$ cat src/verilog/scd_pkg.sv
package scd_pkg;

	// ---------------------------------------------------------------
	// register map (byte addresses)
	// ---------------------------------------------------------------
	localparam logic [31:0] SCD_SRC_SEL_ADDR = 32'h4004c300;
	localparam logic [31:0] SCD_DIV_CTRL_ADDR = 32'h4004c304;

	// ---------------------------------------------------------------
	// clock_divide_control fields
	// ---------------------------------------------------------------
	localparam int SCD_AUX_LSB = 16;
	localparam int SCD_AUX_MSB = 23;
	localparam int SCD_PER_LSB = 8;
	localparam int SCD_PER_MSB = 13;
	localparam int SCD_CORE_LSB = 0;
	localparam int SCD_CORE_MSB = 5;
	localparam logic [31:0] SCD_DIV_CTRL_MASK = 32'h00ff3f3f;
	localparam logic [31:0] SCD_DIV_CTRL_RESET = 32'h00100404;
	localparam logic [7:0] SCD_AUX_RESET = 8'h10;
	localparam logic [5:0] SCD_PER_RESET = 6'h04;
	localparam logic [5:0] SCD_CORE_RESET = 6'h04;

	// ---------------------------------------------------------------
	// root clock source select
	// ---------------------------------------------------------------
	localparam logic [31:0] SCD_SRC_SEL_MASK = 32'h00000003;
	localparam logic [1:0] SCD_SRC_RESET = 2'h0;

	// ---------------------------------------------------------------
	// ratio limits
	// ---------------------------------------------------------------
	localparam logic [7:0] SCD_RATIO_MAX = 8'h20;
	localparam logic [7:0] SCD_RATIO_MIN = 8'h01;

	typedef enum logic [1:0] {
		SCD_SRC_HF_OSC = 2'b00,
		SCD_SRC_RSV1 = 2'b01,
		SCD_SRC_RSV2 = 2'b10,
		SCD_SRC_EXT = 2'b11
	} scd_src_e;

	typedef struct packed {
		logic read;
		logic write;
		logic [31:0] address;
		logic [31:0] writedata;
	} scd_avm_req_s;

	typedef struct packed {
		logic [7:0] aux;
		logic [5:0] per;
		logic [5:0] core;
	} scd_div_cfg_s;

endpackage : scd_pkg

$ cat src/verilog/scd_divider.sv
`timescale 1ns/10ps
module scd_divider #(
	parameter logic [5:0] RESET_RATIO = 6'h04
) (
	input wire logic clk,
	input wire logic rst_n,
	input wire logic [7:0] div_count,
	input wire logic hold,
	output logic tick,
	output logic clk_level
);
	import scd_pkg::*;

	logic [5:0] cnt_q;
	logic [5:0] ratio_q;
	logic [5:0] ratio_d;
	logic [5:0] half;
	logic boundary;
	logic [5:0] cnt_d;

	// ---------------------------------------------------------------
	// saturate the programmed count to 1..32
	// ---------------------------------------------------------------
	always_comb begin
		if (div_count > SCD_RATIO_MAX) begin
			ratio_d = SCD_RATIO_MAX[5:0];
		end else if (div_count == 8'h00) begin
			ratio_d = SCD_RATIO_MIN[5:0];
		end else begin
			ratio_d = div_count[5:0];
		end
	end

	assign boundary = (cnt_q == ratio_q - 6'h01);
	assign cnt_d = boundary ? 6'h00 : cnt_q + 6'h01;
	assign half = (ratio_q + 6'h01) >> 1;

	// ---------------------------------------------------------------
	// counter; ratio only changes at the end of an output period
	// ---------------------------------------------------------------
	always_ff @(posedge clk) begin
		if (!rst_n) begin
			cnt_q <= 6'h00;
			ratio_q <= RESET_RATIO;
		end else if (!hold) begin
			cnt_q <= cnt_d;
			if (boundary) begin
				ratio_q <= ratio_d;
			end
		end
	end

	always_ff @(posedge clk) begin
		if (!rst_n) begin
			tick <= 1'b0;
			clk_level <= 1'b0;
		end else begin
			tick <= boundary && !hold;
			clk_level <= !hold && (cnt_d < half);
		end
	end

	// ---------------------------------------------------------------
	// checks
	// ---------------------------------------------------------------
	chk_ratio_range: assert property (@(posedge clk) disable iff (!rst_n)
		(ratio_q >= 6'h01) && (ratio_q <= 6'h20))
		else $error("divider ratio outside 1..32");

	chk_ratio_switch: assert property (@(posedge clk) disable iff (!rst_n)
		!$stable(ratio_q) |-> $past(cnt_q) == $past(ratio_q) - 6'h01)
		else $error("divider ratio changed inside a period");

	chk_tick_spacing: assert property (@(posedge clk) disable iff (!rst_n)
		$rose(tick) && ratio_q == 6'h02 && !hold |=> !tick ##1 tick)
		else $error("divide-by-two tick spacing wrong");

endmodule : scd_divider

$ cat src/verilog/scd_top.sv
// What this block does
// unused bits of the divider control register read as zero and the register is always open.
// writes to unused bits are dropped and never disturb any divider setting.
// the aux clock is the root clock divided by bits 23:16.
// the peripheral clock is the root clock divided by bits 13:8.
// the core/bus clock is the root clock divided by bits 5:0.
// any count above 32 divides by exactly 32.
// a count of zero divides by one, the same as a count of one.
// a new aux count takes effect within about one aux clock cycle.
// a new peripheral count takes effect within two to four peripheral cycles.
// a new core/bus count takes effect within two to four peripheral cycles.
// after reset the aux count is 0x10.
// after reset the peripheral count is 0x4.
// after reset the core/bus count is 0x4.
// software should use only 1, 2 or 4 for peripheral and core/bus and keep them equal.
// a two-bit root source select picks 00 internal oscillator or 11 external clock.
// software clears the aux gate-off bit before programming the aux count.
// each divider switches ratio only at an output clock boundary, never glitching.
`timescale 1ns/10ps
module scd_top (
	input wire logic clk,
	input wire logic rst_n,
	input wire scd_pkg::scd_avm_req_s avm_req,
	output logic [31:0] avm_readdata,
	output logic avm_waitrequest,
	input wire logic aux_clock_gate_off,
	output scd_pkg::scd_src_e root_clock_source_select,
	output logic aux_clk_tick,
	output logic aux_clk,
	output logic periph_clk_tick,
	output logic periph_clk,
	output logic core_clk_tick,
	output logic core_clk
);
	import scd_pkg::*;

	// ---------------------------------------------------------------
	// register state
	// ---------------------------------------------------------------
	scd_div_cfg_s cfg_q;
	scd_src_e src_q;
	logic [7:0] aux_live_q;
	logic [5:0] core_stage_q;
	logic [31:0] rdata_q;
	logic wait_q;

	logic req;
	logic accept;
	logic hit_div;
	logic hit_src;
	logic [31:0] div_rd;
	logic [31:0] src_rd;
	logic [1:0] wr_src;

	assign req = avm_req.read || avm_req.write;
	// the access completes on the edge where waitrequest is seen low
	assign accept = req && !wait_q;
	assign hit_div = (avm_req.address == SCD_DIV_CTRL_ADDR);
	assign hit_src = (avm_req.address == SCD_SRC_SEL_ADDR);
	assign wr_src = avm_req.writedata[1:0];

	// unused positions are simply never wired, so they read back zero
	always_comb begin
		div_rd = 32'h00000000;
		div_rd[SCD_AUX_MSB:SCD_AUX_LSB] = cfg_q.aux;
		div_rd[SCD_PER_MSB:SCD_PER_LSB] = cfg_q.per;
		div_rd[SCD_CORE_MSB:SCD_CORE_LSB] = cfg_q.core;
		src_rd = 32'h00000000;
		src_rd[1:0] = src_q;
	end

	// ---------------------------------------------------------------
	// avalon slave handshake: one wait state on every access
	// ---------------------------------------------------------------
	always_ff @(posedge clk) begin
		if (!rst_n) begin
			wait_q <= 1'b1;
		end else if (req && wait_q) begin
			wait_q <= 1'b0;
		end else begin
			wait_q <= 1'b1;
		end
	end

	always_ff @(posedge clk) begin
		if (!rst_n) begin
			rdata_q <= 32'h00000000;
		end else if (avm_req.read && wait_q) begin
			if (hit_div) begin
				rdata_q <= div_rd;
			end else if (hit_src) begin
				rdata_q <= src_rd;
			end else begin
				rdata_q <= 32'h00000000;
			end
		end
	end

	assign avm_waitrequest = wait_q;
	assign avm_readdata = rdata_q;

	// ---------------------------------------------------------------
	// divider control register
	// ---------------------------------------------------------------
	always_ff @(posedge clk) begin
		if (!rst_n) begin
			cfg_q.aux <= SCD_AUX_RESET;
			cfg_q.per <= SCD_PER_RESET;
			cfg_q.core <= SCD_CORE_RESET;
		end else if (accept && avm_req.write && hit_div) begin
			// only field bits are taken; bits 31:24, 15:14, 7:6 are dropped
			cfg_q.aux <= avm_req.writedata[SCD_AUX_MSB:SCD_AUX_LSB];
			cfg_q.per <= avm_req.writedata[SCD_PER_MSB:SCD_PER_LSB];
			cfg_q.core <= avm_req.writedata[SCD_CORE_MSB:SCD_CORE_LSB];
		end
	end

	// ---------------------------------------------------------------
	// root source select
	// ---------------------------------------------------------------
	// reserved codes would leave the root clock undefined, so they are refused
	always_ff @(posedge clk) begin
		if (!rst_n) begin
			src_q <= SCD_SRC_HF_OSC;
		end else if (accept && avm_req.write && hit_src) begin
			if (wr_src == SCD_SRC_HF_OSC || wr_src == SCD_SRC_EXT) begin
				src_q <= scd_src_e'(wr_src);
			end
		end
	end

	always_ff @(posedge clk) begin
		if (!rst_n) begin
			root_clock_source_select <= SCD_SRC_HF_OSC;
		end else begin
			root_clock_source_select <= src_q;
		end
	end

	// ---------------------------------------------------------------
	// aux count is frozen while its gate is off
	// ---------------------------------------------------------------
	// with the gate off a newly written count is not handed to the divider
	// it stays lost after the gate opens: software must write the count again
	always_ff @(posedge clk) begin
		if (!rst_n) begin
			aux_live_q <= SCD_AUX_RESET;
		end else if (accept && avm_req.write && hit_div && !aux_clock_gate_off) begin
			aux_live_q <= avm_req.writedata[SCD_AUX_MSB:SCD_AUX_LSB];
		end
	end

	// ---------------------------------------------------------------
	// core count is retimed to the peripheral clock
	// ---------------------------------------------------------------
	// core switches at the first core boundary after the peripheral tick, two cycles or more after the peripheral divider switches
	always_ff @(posedge clk) begin
		if (!rst_n) begin
			core_stage_q <= SCD_CORE_RESET;
		end else if (periph_clk_tick) begin
			core_stage_q <= cfg_q.core;
		end
	end

	// ---------------------------------------------------------------
	// dividers
	// ---------------------------------------------------------------
	scd_divider #(
		.RESET_RATIO(SCD_AUX_RESET[5:0])
	) u_aux_div (
		.clk(clk),
		.rst_n(rst_n),
		.div_count(aux_live_q),
		.hold(aux_clock_gate_off),
		.tick(aux_clk_tick),
		.clk_level(aux_clk)
	);

	scd_divider #(
		.RESET_RATIO(SCD_PER_RESET)
	) u_per_div (
		.clk(clk),
		.rst_n(rst_n),
		.div_count({2'h0, cfg_q.per}),
		.hold(1'b0),
		.tick(periph_clk_tick),
		.clk_level(periph_clk)
	);

	scd_divider #(
		.RESET_RATIO(SCD_CORE_RESET)
	) u_core_div (
		.clk(clk),
		.rst_n(rst_n),
		.div_count({2'h0, core_stage_q}),
		.hold(1'b0),
		.tick(core_clk_tick),
		.clk_level(core_clk)
	);

	// ---------------------------------------------------------------
	// checks
	// ---------------------------------------------------------------
	logic [7:0] per_gap_q;
	always_ff @(posedge clk) begin
		if (!rst_n) begin
			per_gap_q <= 8'h00;
		end else if (periph_clk_tick) begin
			per_gap_q <= 8'h00;
		end else if (per_gap_q != 8'hff) begin
			per_gap_q <= per_gap_q + 8'h01;
		end
	end

	chk_unused_zero: assert property (@(posedge clk) disable iff (!rst_n)
		$fell(avm_waitrequest) && $past(avm_req.read) && $past(hit_div)
		|-> (avm_readdata & ~SCD_DIV_CTRL_MASK) == 32'h00000000)
		else $error("unused divider bits read nonzero");

	chk_unused_write: assert property (@(posedge clk) disable iff (!rst_n)
		accept && avm_req.write && hit_div |=>
		cfg_q == {$past(avm_req.writedata[23:16]), $past(avm_req.writedata[13:8]),
		$past(avm_req.writedata[5:0])})
		else $error("divider fields not taken from write data");

	chk_readback: assert property (@(posedge clk) disable iff (!rst_n)
		req && wait_q && avm_req.read && hit_div |=> !avm_waitrequest
		&& avm_readdata == div_rd)
		else $error("divider register readback wrong");

	chk_one_wait: assert property (@(posedge clk) disable iff (!rst_n)
		req && avm_waitrequest |=> !avm_waitrequest ##1 avm_waitrequest)
		else $error("access not answered after one wait state");

	chk_reset_vals: assert property (@(posedge clk)
		!rst_n |=> div_rd == SCD_DIV_CTRL_RESET)
		else $error("divider register reset value wrong");

	chk_per_period: assert property (@(posedge clk) disable iff (!rst_n)
		periph_clk_tick && per_gap_q != 8'hff
		|-> per_gap_q + 8'h01 <= SCD_RATIO_MAX)
		else $error("peripheral period longer than 32");

	chk_src_legal: assert property (@(posedge clk) disable iff (!rst_n)
		root_clock_source_select == SCD_SRC_HF_OSC || root_clock_source_select == SCD_SRC_EXT)
		else $error("reserved root source selected");

	chk_aux_frozen: assert property (@(posedge clk) disable iff (!rst_n)
		aux_clock_gate_off |=> $stable(aux_live_q) && !aux_clk_tick)
		else $error("aux divider moved while gated off");

	chk_core_stage: assert property (@(posedge clk) disable iff (!rst_n)
		!$stable(core_stage_q) |-> $past(periph_clk_tick))
		else $error("core count changed off a peripheral tick");

	chk_per_reset: assert property (@(posedge clk)
		!rst_n |=> cfg_q.per == 6'h04 && cfg_q.core == 6'h04)
		else $error("peripheral or core reset count wrong");

endmodule : scd_top

$ cat config.mk
export PLATFORM = sky130hd
export DESIGN_NAME = scd_top
export DESIGN_NICKNAME = d
export VERILOG_FILES = /design/src/verilog/scd_pkg.sv /design/src/verilog/scd_divider.sv /design/src/verilog/scd_top.sv
export SDC_FILE = /design/constraint.sdc
export NUM_CORES = 1
export LEC_CHECK = 0
export BUFFER_PORTS_ARGS = -buffer_cell sky130_fd_sc_hd__buf_2
export CAP_MARGIN = 20
export CORE_MARGIN = 4
export CORE_UTILIZATION = 59
export CTS_CLUSTER_DIAMETER = 80
export DETAILED_ROUTE_END_ITERATION = 6
export PLACE_DENSITY = 0.81
export SETUP_SLACK_MARGIN = 0.4
export SYNTH_ARGS = -nofsm -noshare
export SYNTH_HDL_FRONTEND = slang
export SYNTH_HIERARCHICAL = 1
export SYNTH_SLANG_ARGS = --single-unit
$ cat constraint.sdc
create_clock -name clk -period 5.5 [get_ports clk]
set_input_delay 1.1 -clock clk [delete_from_list [all_inputs] [get_ports clk]]
set_output_delay 1.1 -clock clk [all_outputs]
set_load 0.05 [all_outputs]
==> flow_metrics.tcl, run 1 <==
set metrics [dict create \
    place_area_mm2 0.00616 \
    cts_hold_buf 0 \
    slew_headroom_pct 47.7 \
    r2r-end "u_aux_div/clk_level" \
    synth_area_per_cell_um2 8.70 \
    gp_congestion 0.911 \
    power_frac_clock_pct 33.6 \
    synthCells 661 \
    dp.cells 844 \
    finalSetupViolations 0 \
    grt_usage_pct 22.6 \
    synth-seq-cells 101 \
    cp.required_ns 5.77 \
    antenna_found_initial 0 \
    min_to "avm_readdata[21]" \
    final-instance-count-excl-fill 860 \
    seq_power_share_pct 55.9 \
    p_sw_share_pct 28.1 \
    area_growth_pct 10.3 \
    crit_type "register to register" \
    seq_area_frac_synth_pct 35.2 \
    rsz0062_at_grt "false" \
    grt_max_degree 70 \
    p_per_area_mw_per_mm2 210 \
    final_cell_area_mm2 0.00634 \
    ant_nets 0 \
    clk_pin_slew_ns 0.11 \
    rr_worst_depth 13 \
    clock-sinks 101 \
    async_flop_share_pct 0 \
    fin_crit_sh_pct 72.4 \
    worstPathMaxFanout 12 \
    ios 110 \
    n_antenna_cell 0 \
    postCtsResizedCells 0 \
    drtIter0Drc 242 \
    hp-start "avm_readdata[21]" \
    dr.pass1.iters 4 \
    grt_pass1_wl_um 21600 \
    finalCriticalPeriod_ns 3.98 \
    cts_tree "yes" \
    power_switching_w 0.000375 \
    dp_hpwl_um 9570 \
    timing.fmax_ghz 0.251 \
    drive_gt1_share_pct 17.1 \
    n_fill_cell 794 \
    worst_pin_slew_ns 0.784 \
    power_frac_comb_pct 10.5 \
    core_area_mm2 0.00937 \
    ys_types 64 \
    fin_setup_tns_ns 0 \
    slowest_delay_ns 0.57 \
    die-area_mm2 0.0114 \
    die_h_um 107 \
    reg2reg_from "u_aux_div/ratio_q[0]" \
    p_leak_nw 2.62 \
    clk_latency_ns 0.36 \
    routed_wirelength_um 12900 \
    fp.dieW_um 107 \
    path_cells "inv_1 > ha_1 > or3b_2 > a211oi_1 > nand3_1 > nor3_1 > nor2_1 > ha_1 > a21boi_0 > o2111ai_1 > a21oi_1 > o41a_1 > a2111oi_2" \
    end_kind "register" \
    ir_drop_v 0.000133 \
    syn_area_mm2 0.00575 \
    wl_per_cell_um 15.0 \
    cap_violations 0 \
    rrSetupSlack_ns 1.52 \
    cts_buffer_depth 2 \
    skew_ns 0.0132 \
    min_path_cells 2 \
    status "complete, no violations" \
    intPower_w 0.000959 \
    numCtsBuffers 9 \
    grt.overflow.total 0 \
    initial_core_util_pct 61.4 \
    grt_pass1_vias 4698 \
    drt_drc_violations_left 0 \
    via_per_inst 5.70 \
    post_cts_buffers 0 \
    synth_ff_type "dfxtp_1" \
    synth_edf_count 0 \
    hold_class "register to register" \
    slew_viol_final 0 \
    vias 4906 \
    crit_top_cell "ha_1" \
    nNetsFinal 816 \
    yosys_warnings 6 \
    worstPathArrival_ns 4.25 \
    cp_slowest_cell "nor3_1" \
    hold_viol 0 \
    io_buffers 85 \
    ctsHtreeMaxLevel 3 \
    rows 35 \
    critPathLaunchType "register" \
    cts_root_buf "clkbuf_8" \
]
## sequential cells by signal, indices dropped and copies added (netlist names), 2 cells and up
name and count:
src_q 2, u_core_div/ratio_q 6, cfg_q 20, avm_readdata 20, aux_live_q 8, u_per_div/ratio_q 6, core_stage_q 6, u_aux_div/cnt_q 6
u_per_div/cnt_q 6, root_clock_source_select 2, u_core_div/cnt_q 6, u_aux_div/ratio_q 6
## worst max path at each step
stage	startpoint	to	slack, ns	depth (start not counted)
2_1_floorplan	u_aux_div/ratio_q[2]	u_aux_div/clk_level	2.26	12
3_3_place_gp	u_aux_div/ratio_q[0]	u_aux_div/clk_level	1.75	13
3_5_place_dp	u_aux_div/ratio_q[0]	u_aux_div/clk_level	1.62	13
4_1_cts	u_aux_div/ratio_q[0]	u_aux_div/clk_level	1.57	13
5_1_grt	u_aux_div/ratio_q[0]	u_aux_div/clk_level	1.22	13
6_report	u_aux_div/ratio_q[0]	u_aux_div/clk_level	1.52	13
## cells by family (layout without fill, tap and decap cells)
kind of cell | after synthesis | count (layout) | synth area share [%]
DFF | 101 | 101 | 35.2
buffers and inverters | 72 | 125 | 6.01
xor gates and xnor gates | 43 | 43 | 6.81
other | 1 | 18 | 0.0652
AOI/OAI and AO/OA | 99 | 99 | 12.0
adders and majority gates | 21 | 21 | 4.57
muxes | 49 | 49 | 8.53
and+or+nand+nor | 275 | 275 | 26.8
## area by class of cell
| type | count | area [µm²] | area share [%] |
|---|---|---|---|
| Tap cell | 129 | 161 | 2.54 |
| Multi-Input combinational cell | 505 | 3450 | 54.4 |
| Clock inverter | 6 | 58.8 | 0.927 |
| Timing Repair Buffer | 87 | 443 | 6.98 |
| Inverter | 22 | 82.6 | 1.30 |
| Sequential cell | 101 | 2020 | 31.9 |
| Clock buffer | 10 | 128 | 2.01 |
## worst max-delay path: cells and delay by family (launching register included)
kind | cells | cell delay (ns)
buf+inv | 1 | 0.08
flops | 1 | 0.39
simple gates | 4 | 1.52
fa+ha+maj | 2 | 0.48
compound gates | 6 | 1.41
## metrics by stage
stage | hold slack, ns | util, % | total power [W] | setup WS (ns)
after floorplan | 0.434 | - | 0.000865 | 2.26
after global placement | 0.428 | 65.7 | 0.000896 | 1.75
after detailed placement | 0.445 | 65.7 | 0.000900 | 1.62
after CTS | 0.460 | 67.7 | 0.00134 | 1.57
after global routing | 0.482 | 67.7 | 0.00139 | 1.22
final | 0.458 | 67.7 | 0.00133 | 1.52
## synthesized netlist by cell type (all sizes together) (3+ instances only)
cell / number / area, µm²
dfxtp: 101 / 2020
nand2: 83 / 312
nand3: 55 / 275
mux2i: 49 / 490
xnor2: 35 / 322
and3: 27 / 169
clkbuf: 27 / 111
o21ai: 25 / 125
buf: 23 / 151
nor2: 22 / 87.6
a21boi: 21 / 158
ha: 21 / 263
inv: 21 / 78.8
nor2b: 19 / 119
nor3: 18 / 101
a21oi: 14 / 70.1
nor4: 12 / 111
a2111oi: 9 / 85.1
xor2: 8 / 70.1
and2: 6 / 40.0
nand4: 6 / 50.0
nor4b: 4 / 86.3
o2111ai: 4 / 35.0
o31ai: 4 / 30.0
or3: 4 / 30.0
a21o: 3 / 22.5
nand2b: 3 / 18.8
nand3b: 3 / 22.5
o211ai: 3 / 22.5
o311ai: 3 / 26.3
or3b: 3 / 26.3
## layer usage
layer	global-route usage, %	vias up	wire (µm)
met5	0	-	0
met4	7.67	0	172
met3	3.01	14	565
met2	38.6	102	6580
met1	29.4	2338	5560
li1	-	2452	-
## layout by cell type (no fill, tap or decap), drive strengths merged, types with 3 or more instances in the layout
master / netlist / routed
a2111oi: 9 / 9
a21boi: 21 / 21
a21o: 3 / 3
a21oi: 14 / 14
and2: 6 / 6
and3: 27 / 27
buf: 23 / 87
clkbuf: 27 / 10
clkinv: 1 / 5
conb: 1 / 18
dfxtp: 101 / 101
ha: 21 / 21
inv: 21 / 22
mux2i: 49 / 49
nand2: 83 / 83
nand2b: 3 / 3
nand3: 55 / 55
nand3b: 3 / 3
nand4: 6 / 6
nor2: 22 / 22
nor2b: 19 / 19
nor3: 18 / 18
nor4: 12 / 12
nor4b: 4 / 4
o2111ai: 4 / 4
o211ai: 3 / 3
o21ai: 25 / 25
o311ai: 3 / 3
o31ai: 4 / 4
or3: 4 / 4
or3b: 3 / 3
xnor2: 35 / 35
xor2: 8 / 8
## power by group through the flow
| stage | Sequential (W) | Combinational, W | Clock, W |
|---|---|---|---|
| floorplan | 0.000769 | 0.0000961 | 0 |
| finish | 0.000746 | 0.000140 | 0.000448 |
| CTS | 0.000746 | 0.000138 | 0.000453 |
| detailed placement | 0.000763 | 0.000137 | 0 |
| global route | 0.000748 | 0.000154 | 0.000488 |
| global placement | 0.000763 | 0.000133 | 0 |
Note: power is estimated with default switching activity, not from simulation.
==> inputs of run 2 (changes only) <==
--- a/config.mk
+++ b/config.mk
@@ -8,10 +8,10 @@
 export BUFFER_PORTS_ARGS = -buffer_cell sky130_fd_sc_hd__buf_2
 export CAP_MARGIN = 20
 export CORE_MARGIN = 4
-export CORE_UTILIZATION = 59
+export CORE_UTILIZATION = 56
 export CTS_CLUSTER_DIAMETER = 80
 export DETAILED_ROUTE_END_ITERATION = 6
-export PLACE_DENSITY = 0.81
+export PLACE_DENSITY = 0.78
 export SETUP_SLACK_MARGIN = 0.4
 export SYNTH_ARGS = -nofsm -noshare
 export SYNTH_HDL_FRONTEND = slang
==> constraint.sdc (replaced) <==
create_clock -name clk -period 3.8 [get_ports clk]
set_input_delay 0.76 -clock clk [delete_from_list [all_inputs] [get_ports clk]]
set_output_delay 0.76 -clock clk [all_outputs]
set_load 0.05 [all_outputs]
==> run 2 against run 1 <==
Compared with the run above:
- sequential cell count stayed put
- final area grew 1.6%
- largest cell class unchanged
- via count rose by 1.2%
- first-iteration DRC count up 3.7%
- clock power is 56% higher
- register-to-register slack got worse by 1.0 ns
==> flow_metrics.tcl, run 2 (synthesis results as in run 1) <==
set metrics [dict create \
    worstPathMaxFanout 7 \
    grt_pass1_vias 4681 \
    ant_nets 0 \
    path_cells "inv_1 > ha_1 > or3b_2 > a211oi_2 > nand3_1 > nor3_2 > nor2_1 > ha_1 > a21boi_0 > o2111ai_1 > a21oi_1 > o41a_1 > a2111oi_2" \
    wl_per_cell_um 15.6 \
    hold_class "register to register" \
    cp-endpoint "u_aux_div/clk_level" \
    cap_violations 0 \
    status "complete, no violations" \
    nNetsFinal 825 \
    die_h_um 109 \
    cts_buffer_depth 2 \
    grt_usage_pct 22.3 \
    core_area_mm2 0.00986 \
    clk_latency_ns 0.37 \
    hold_viol 0 \
    dr.pass1.iters 5 \
    critPathLaunchType "register" \
    drt_drc_violations_left 0 \
    vias 4965 \
    routed_wirelength_um 13600 \
    end_kind "register" \
    final_cell_area_mm2 0.00644 \
    ios 110 \
    layout_commonest_cell "dfxtp_1" \
    rsz0062_at_grt "true" \
    timing.fmax_ghz 0.301 \
    clock-sinks 101 \
    crit_type "register to register" \
    worstPathArrival_ns 3.60 \
    fin_crit_sh_pct 87.4 \
    slowest_delay_ns 0.46 \
    io_buffers 85 \
    finalCriticalPeriod_ns 3.32 \
    drive_gt1_share_pct 18.5 \
    dp.cells 853 \
    initial_core_util_pct 58.3 \
    numCtsBuffers 9 \
    fp.dieW_um 109 \
    gp_congestion 0.911 \
    rrSetupSlack_ns 0.48 \
    drtIter0Drc 251 \
    reg2reg_from "u_aux_div/ratio_q[0]" \
    antenna_found_initial 0 \
    skew_ns 0.0102 \
    grt.overflow.total 0 \
    via_per_inst 5.69 \
    dp_hpwl_um 10100 \
    rr_worst_depth 13 \
    finalSetupViolations 0 \
    area_growth_pct 12.1 \
    ir_drop_v 0.000265 \
    r2r-end "u_aux_div/clk_level" \
    clk_pin_slew_ns 0.10 \
    slew_headroom_pct 50.4 \
    cp_slowest_cell "or3b_2" \
    final-instance-count-excl-fill 873 \
    n_antenna_cell 0 \
    layout_common_cells "dfxtp_1, buf_2, nand2_1, nand3_1, mux2i_1" \
    cts_tree "yes" \
    ctsHtreeMaxLevel 3 \
    worst_pin_slew_ns 0.742 \
    p_per_area_mw_per_mm2 308 \
    fin_setup_tns_ns 0 \
    p_leak_nw 2.68 \
    startpoint "u_aux_div/ratio_q[0]" \
    die-area_mm2 0.0120 \
    rows 36 \
    cts_root_buf "clkbuf_8" \
    grt_pass1_wl_um 21500 \
    crit_top_cell "ha_1" \
    grt_max_degree 40 \
    cp.required_ns 4.08 \
    slew_viol_final 0 \
    place_area_mm2 0.00620 \
    hold_ws_ns 0.456 \
]
## run 2: cell count changes in the layout (fill, tap and decap cells not counted), sizes merged
cell / previous run / this run
clkbuf: 10 / 11
clkinvlp: 1 / 2
bufinv: 0 / 1
clkinv: 5 / 2
buf: 87 / 96
## run 2: stage by stage
stage / power [W] / util (%) / worst slack [ns]
2_1_floorplan: 0.00125 / - / 0.563
3_3_place_gp: 0.00130 / 62.8 / 0.518
3_5_place_dp: 0.00130 / 62.8 / 0.456
4_1_cts: 0.00200 / 64.8 / 0.408
5_1_grt: 0.00207 / 65.3 / 0.249
6_report: 0.00199 / 65.3 / 0.478
## run 2: worst max-delay path: cells and delay by family, from the launching register on
kind,cells,cell delay [ns]
AOI/OAI and AO/OA,6,1.36
DFF,1,0.39
adders and majority gates,2,0.47
and+or+nand+nor,4,0.93
buffers and inverters,1,0.09
## run 2: cell type report
cell class              count  area, µm²
fillers                   849       3420
clock buffers              11        141
inverters                  22       82.6
flip-flops and latches    101       2020
repair buffers             96        508
clock inverters             5       58.8
multi-input cells         505       3460
well taps                 133        166
## run 2: timing repair
item / CTS / global route
setup buffers: 0 / 4
setup endpoints to repair: 0 / 3
resized for setup: 0 / 5
hold buffers: 0 / 0
## run 2: worst min-delay path by stage
stage | endpoint | slack, ns | from | cells after the start
2_1_floorplan | cfg_q[12] | 0.43 | cfg_q[12] | 2
3_3_place_gp | avm_waitrequest | 0.43 | avm_waitrequest | 1
3_5_place_dp | avm_readdata[20] | 0.44 | avm_readdata[20] | 2
4_1_cts | avm_readdata[20] | 0.46 | avm_readdata[20] | 2
5_1_grt | cfg_q[18] | 0.48 | cfg_q[18] | 2
6_report | avm_readdata[20] | 0.46 | avm_readdata[20] | 2
## run 2: power breakdown
group          internal (W)  switching, W
clock network      0.000324      0.000374
registers           0.00107     0.0000122
logic             0.0000723      0.000137
total               0.00146      0.000523
## run 2: routing by layer
layer / global-route usage (%) / vias up / part of all wire (%) / routed length (µm)
li1: - / 2464 / - / -
met1: 28.2 / 2344 / 43 / 5840
met2: 38.4 / 136 / 51 / 6920
met3: 4.87 / 21 / 4.5 / 619
met4: 6.06 / 0 / 1.7 / 229
met5: 0 / - / 0 / 0
==> inputs of run 3 (changes only) <==
--- a/config.mk
+++ b/config.mk
@@ -8,10 +8,11 @@
 export BUFFER_PORTS_ARGS = -buffer_cell sky130_fd_sc_hd__buf_2
 export CAP_MARGIN = 20
 export CORE_MARGIN = 4
-export CORE_UTILIZATION = 56
+export CORE_UTILIZATION = 30
 export CTS_CLUSTER_DIAMETER = 80
 export DETAILED_ROUTE_END_ITERATION = 6
-export PLACE_DENSITY = 0.78
+export PLACE_DENSITY = 0.46
+export REMOVE_ABC_BUFFERS = 1
 export SETUP_SLACK_MARGIN = 0.4
 export SYNTH_ARGS = -nofsm -noshare
 export SYNTH_HDL_FRONTEND = slang
==> run 3 against run 2 <==
Compared with the run above:
- global-route usage fell by 8.3 points
- final cell count grew 12%
- core utilization fell by 30 points
- combinational power about the same
- first-iteration DRC count decreased by 3.2%
==> flow_metrics.tcl, run 3 (synthesis results as in run 1) <==
set metrics [dict create \
    status "complete, no violations" \
    clk_latency_ns 0.35 \
    skew_ns 0.00697 \
    worstPathArrival_ns 3.50 \
    grt_max_degree 38 \
    cts_tree "yes" \
    hold_viol 0 \
    intPower_w 0.00175 \
    fin_crit_sh_pct 85.8 \
    nNetsFinal 826 \
    preCtsSetupSlack_ns 0.429 \
    min_path_cells 2 \
    cts_root_buf "clkbuf_16" \
    grt_pass1_vias 4833 \
    routed_wirelength_um 15000 \
    rows 50 \
    layout_commonest_cell "dfxtp_1" \
    fp.dieW_um 146 \
    end_kind "register" \
    hold_class "register to register" \
    cp.required_ns 4.04 \
    p_per_area_mw_per_mm2 346 \
    antenna_found_initial 0 \
    rr_worst_depth 11 \
    grt_pass1_wl_um 24600 \
    wl_per_cell_um 15.4 \
    drt_drc_violations_left 0 \
    ir_drop_v 0.000229 \
    grt.overflow.total 0 \
    slew_headroom_pct 42.0 \
    grt_usage_pct 14.0 \
    drive_gt1_share_pct 18.9 \
    hp-start "avm_readdata[22]" \
    gp_congestion 0.838 \
    power_frac_clock_pct 44.4 \
    finalCriticalPeriod_ns 3.26 \
    worst_pin_slew_ns 0.869 \
    vias 4847 \
    timing.fmax_ghz 0.307 \
    cp_slowest_cell "or4_4" \
    min_to "avm_readdata[22]" \
    cts_buffer_depth 2 \
    dp_hpwl_um 10900 \
    n_fill_cell 1952 \
    ios 110 \
    rrSetupSlack_ns 0.54 \
    setup_ws_ns 0.538 \
    ant_nets 0 \
    numCtsBuffers 9 \
    die-area_mm2 0.0214 \
    dr.pass1.iters 5 \
    drtIter0Drc 243 \
    layout_common_cells "dfxtp_1, buf_2, nand2_1, nand3_1, mux2i_1" \
    core_area_mm2 0.0188 \
    slew_viol_final 0 \
    rsz0062_at_grt "false" \
    area_growth_pct 16.7 \
    die_h_um 146 \
    io_buffers 85 \
    clk_pin_slew_ns 0.07 \
    critPathLaunchType "register" \
    path_cells "or3_4 > or4_4 > and2_4 > nor3_2 > nor2_1 > ha_1 > a21boi_0 > o2111ai_1 > a21oi_1 > o41a_1 > a2111oi_2" \
    p_leak_nw 2.75 \
    power_frac_comb_pct 9.1 \
    initial_core_util_pct 30.6 \
    worstPathMaxFanout 7 \
    ctsHtreeMaxLevel 3 \
    cap_violations 0 \
    reg2reg_from "u_aux_div/ratio_q[0]" \
    via_per_inst 4.97 \
    p_sw_share_pct 24.4 \
    finalSetupViolations 0 \
    n_antenna_cell 0 \
    r2r-end "u_aux_div/clk_level" \
    fin_setup_tns_ns 0 \
    seq_power_share_pct 46.5 \
    power_switching_w 0.000567 \
    slowest_delay_ns 0.51 \
    clock-sinks 101 \
    crit_type "register to register" \
]
## run 3: cell count changes in the layout (fill, tap and decap cells not counted), sizes merged
cell / previous run / this run
buf: 96 / 97
bufinv: 1 / 2
clkinv: 2 / 4
clkinvlp: 2 / 0
inv: 22 / 21
## run 3: critical path: cells and delay by family (launching register included)
kind | cells | cell delay (ns)
flip-flops | 1 | 0.36
AO/OA/AOI/OAI | 5 | 1.13
AND/OR/NAND/NOR | 5 | 1.40
adder cells (fa/ha/maj) | 1 | 0.28
## run 3: metrics by stage
stage	utilization (%)	total power, W	area (µm²)	hold WS, ns	instances
floorplan	-	0.00122	5550	0.434	628
detailed placement	33.7	0.00131	6320	0.438	954
CTS	35.5	0.00236	6660	0.450	970
finish	35.8	0.00232	6710	0.446	975
global placement	33.7	0.00131	6320	0.433	954
global route	35.8	0.00242	6710	0.466	975
## run 3: routing by layer
| metal | vias to the layer above | track usage [%] | share of wire (%) |
|---|---|---|---|
| met1 | 2278 | 17.6 | 47 |
| met2 | 82 | 24.0 | 50 |
| met4 | 0 | 4.61 | 0.99 |
| li1 | 2476 | - | - |
| met3 | 11 | 2.76 | 2.7 |
| met5 | - | 0 | 0 |
## run 3: final cells by class
cell class	instances	area [µm²]	area share [%]
multi-input combinational	505	3460	51.5
sequential	101	2020	30.2
timing repair buffer	97	518	7.72
tap	234	293	4.36
clock buffer	11	253	3.77
clock inverter	5	82.6	1.23
inverter	22	82.6	1.23
## run 3: power by group through the flow
| stage | registers, W | logic [W] | clock network [W] |
|---|---|---|---|
| global placement | 0.00110 | 0.000206 | 0 |
| finish | 0.00108 | 0.000212 | 0.00103 |
| CTS | 0.00108 | 0.000209 | 0.00107 |
| floorplan | 0.00111 | 0.000108 | 0 |
| global route | 0.00108 | 0.000233 | 0.00111 |
| detailed placement | 0.00110 | 0.000208 | 0 |
## run 3: worst max-delay path by stage
stage	start	to	slack, ns	cells after the start
after global routing	u_aux_div/ratio_q[1]	u_aux_div/clk_level	0.36	13
after CTS	u_aux_div/ratio_q[0]	u_aux_div/clk_level	0.43	13
after global placement	u_aux_div/ratio_q[0]	u_aux_div/clk_level	0.47	13
final	u_aux_div/ratio_q[0]	u_aux_div/clk_level	0.54	11
after detailed placement	u_core_div/ratio_q[0]	u_core_div/clk_level	0.43	12
after floorplan	u_aux_div/ratio_q[0]	u_aux_div/clk_level	0.39	13
## run 3: repair_timing
action                                  4_1_cts  5_1_grt
buffers inserted                              0        5
gates cloned                                  0        0
pin swaps                                     0        4
endpoints found under the setup margin        1        3
hold buffers                                  0        0
resized for setup                             1        5
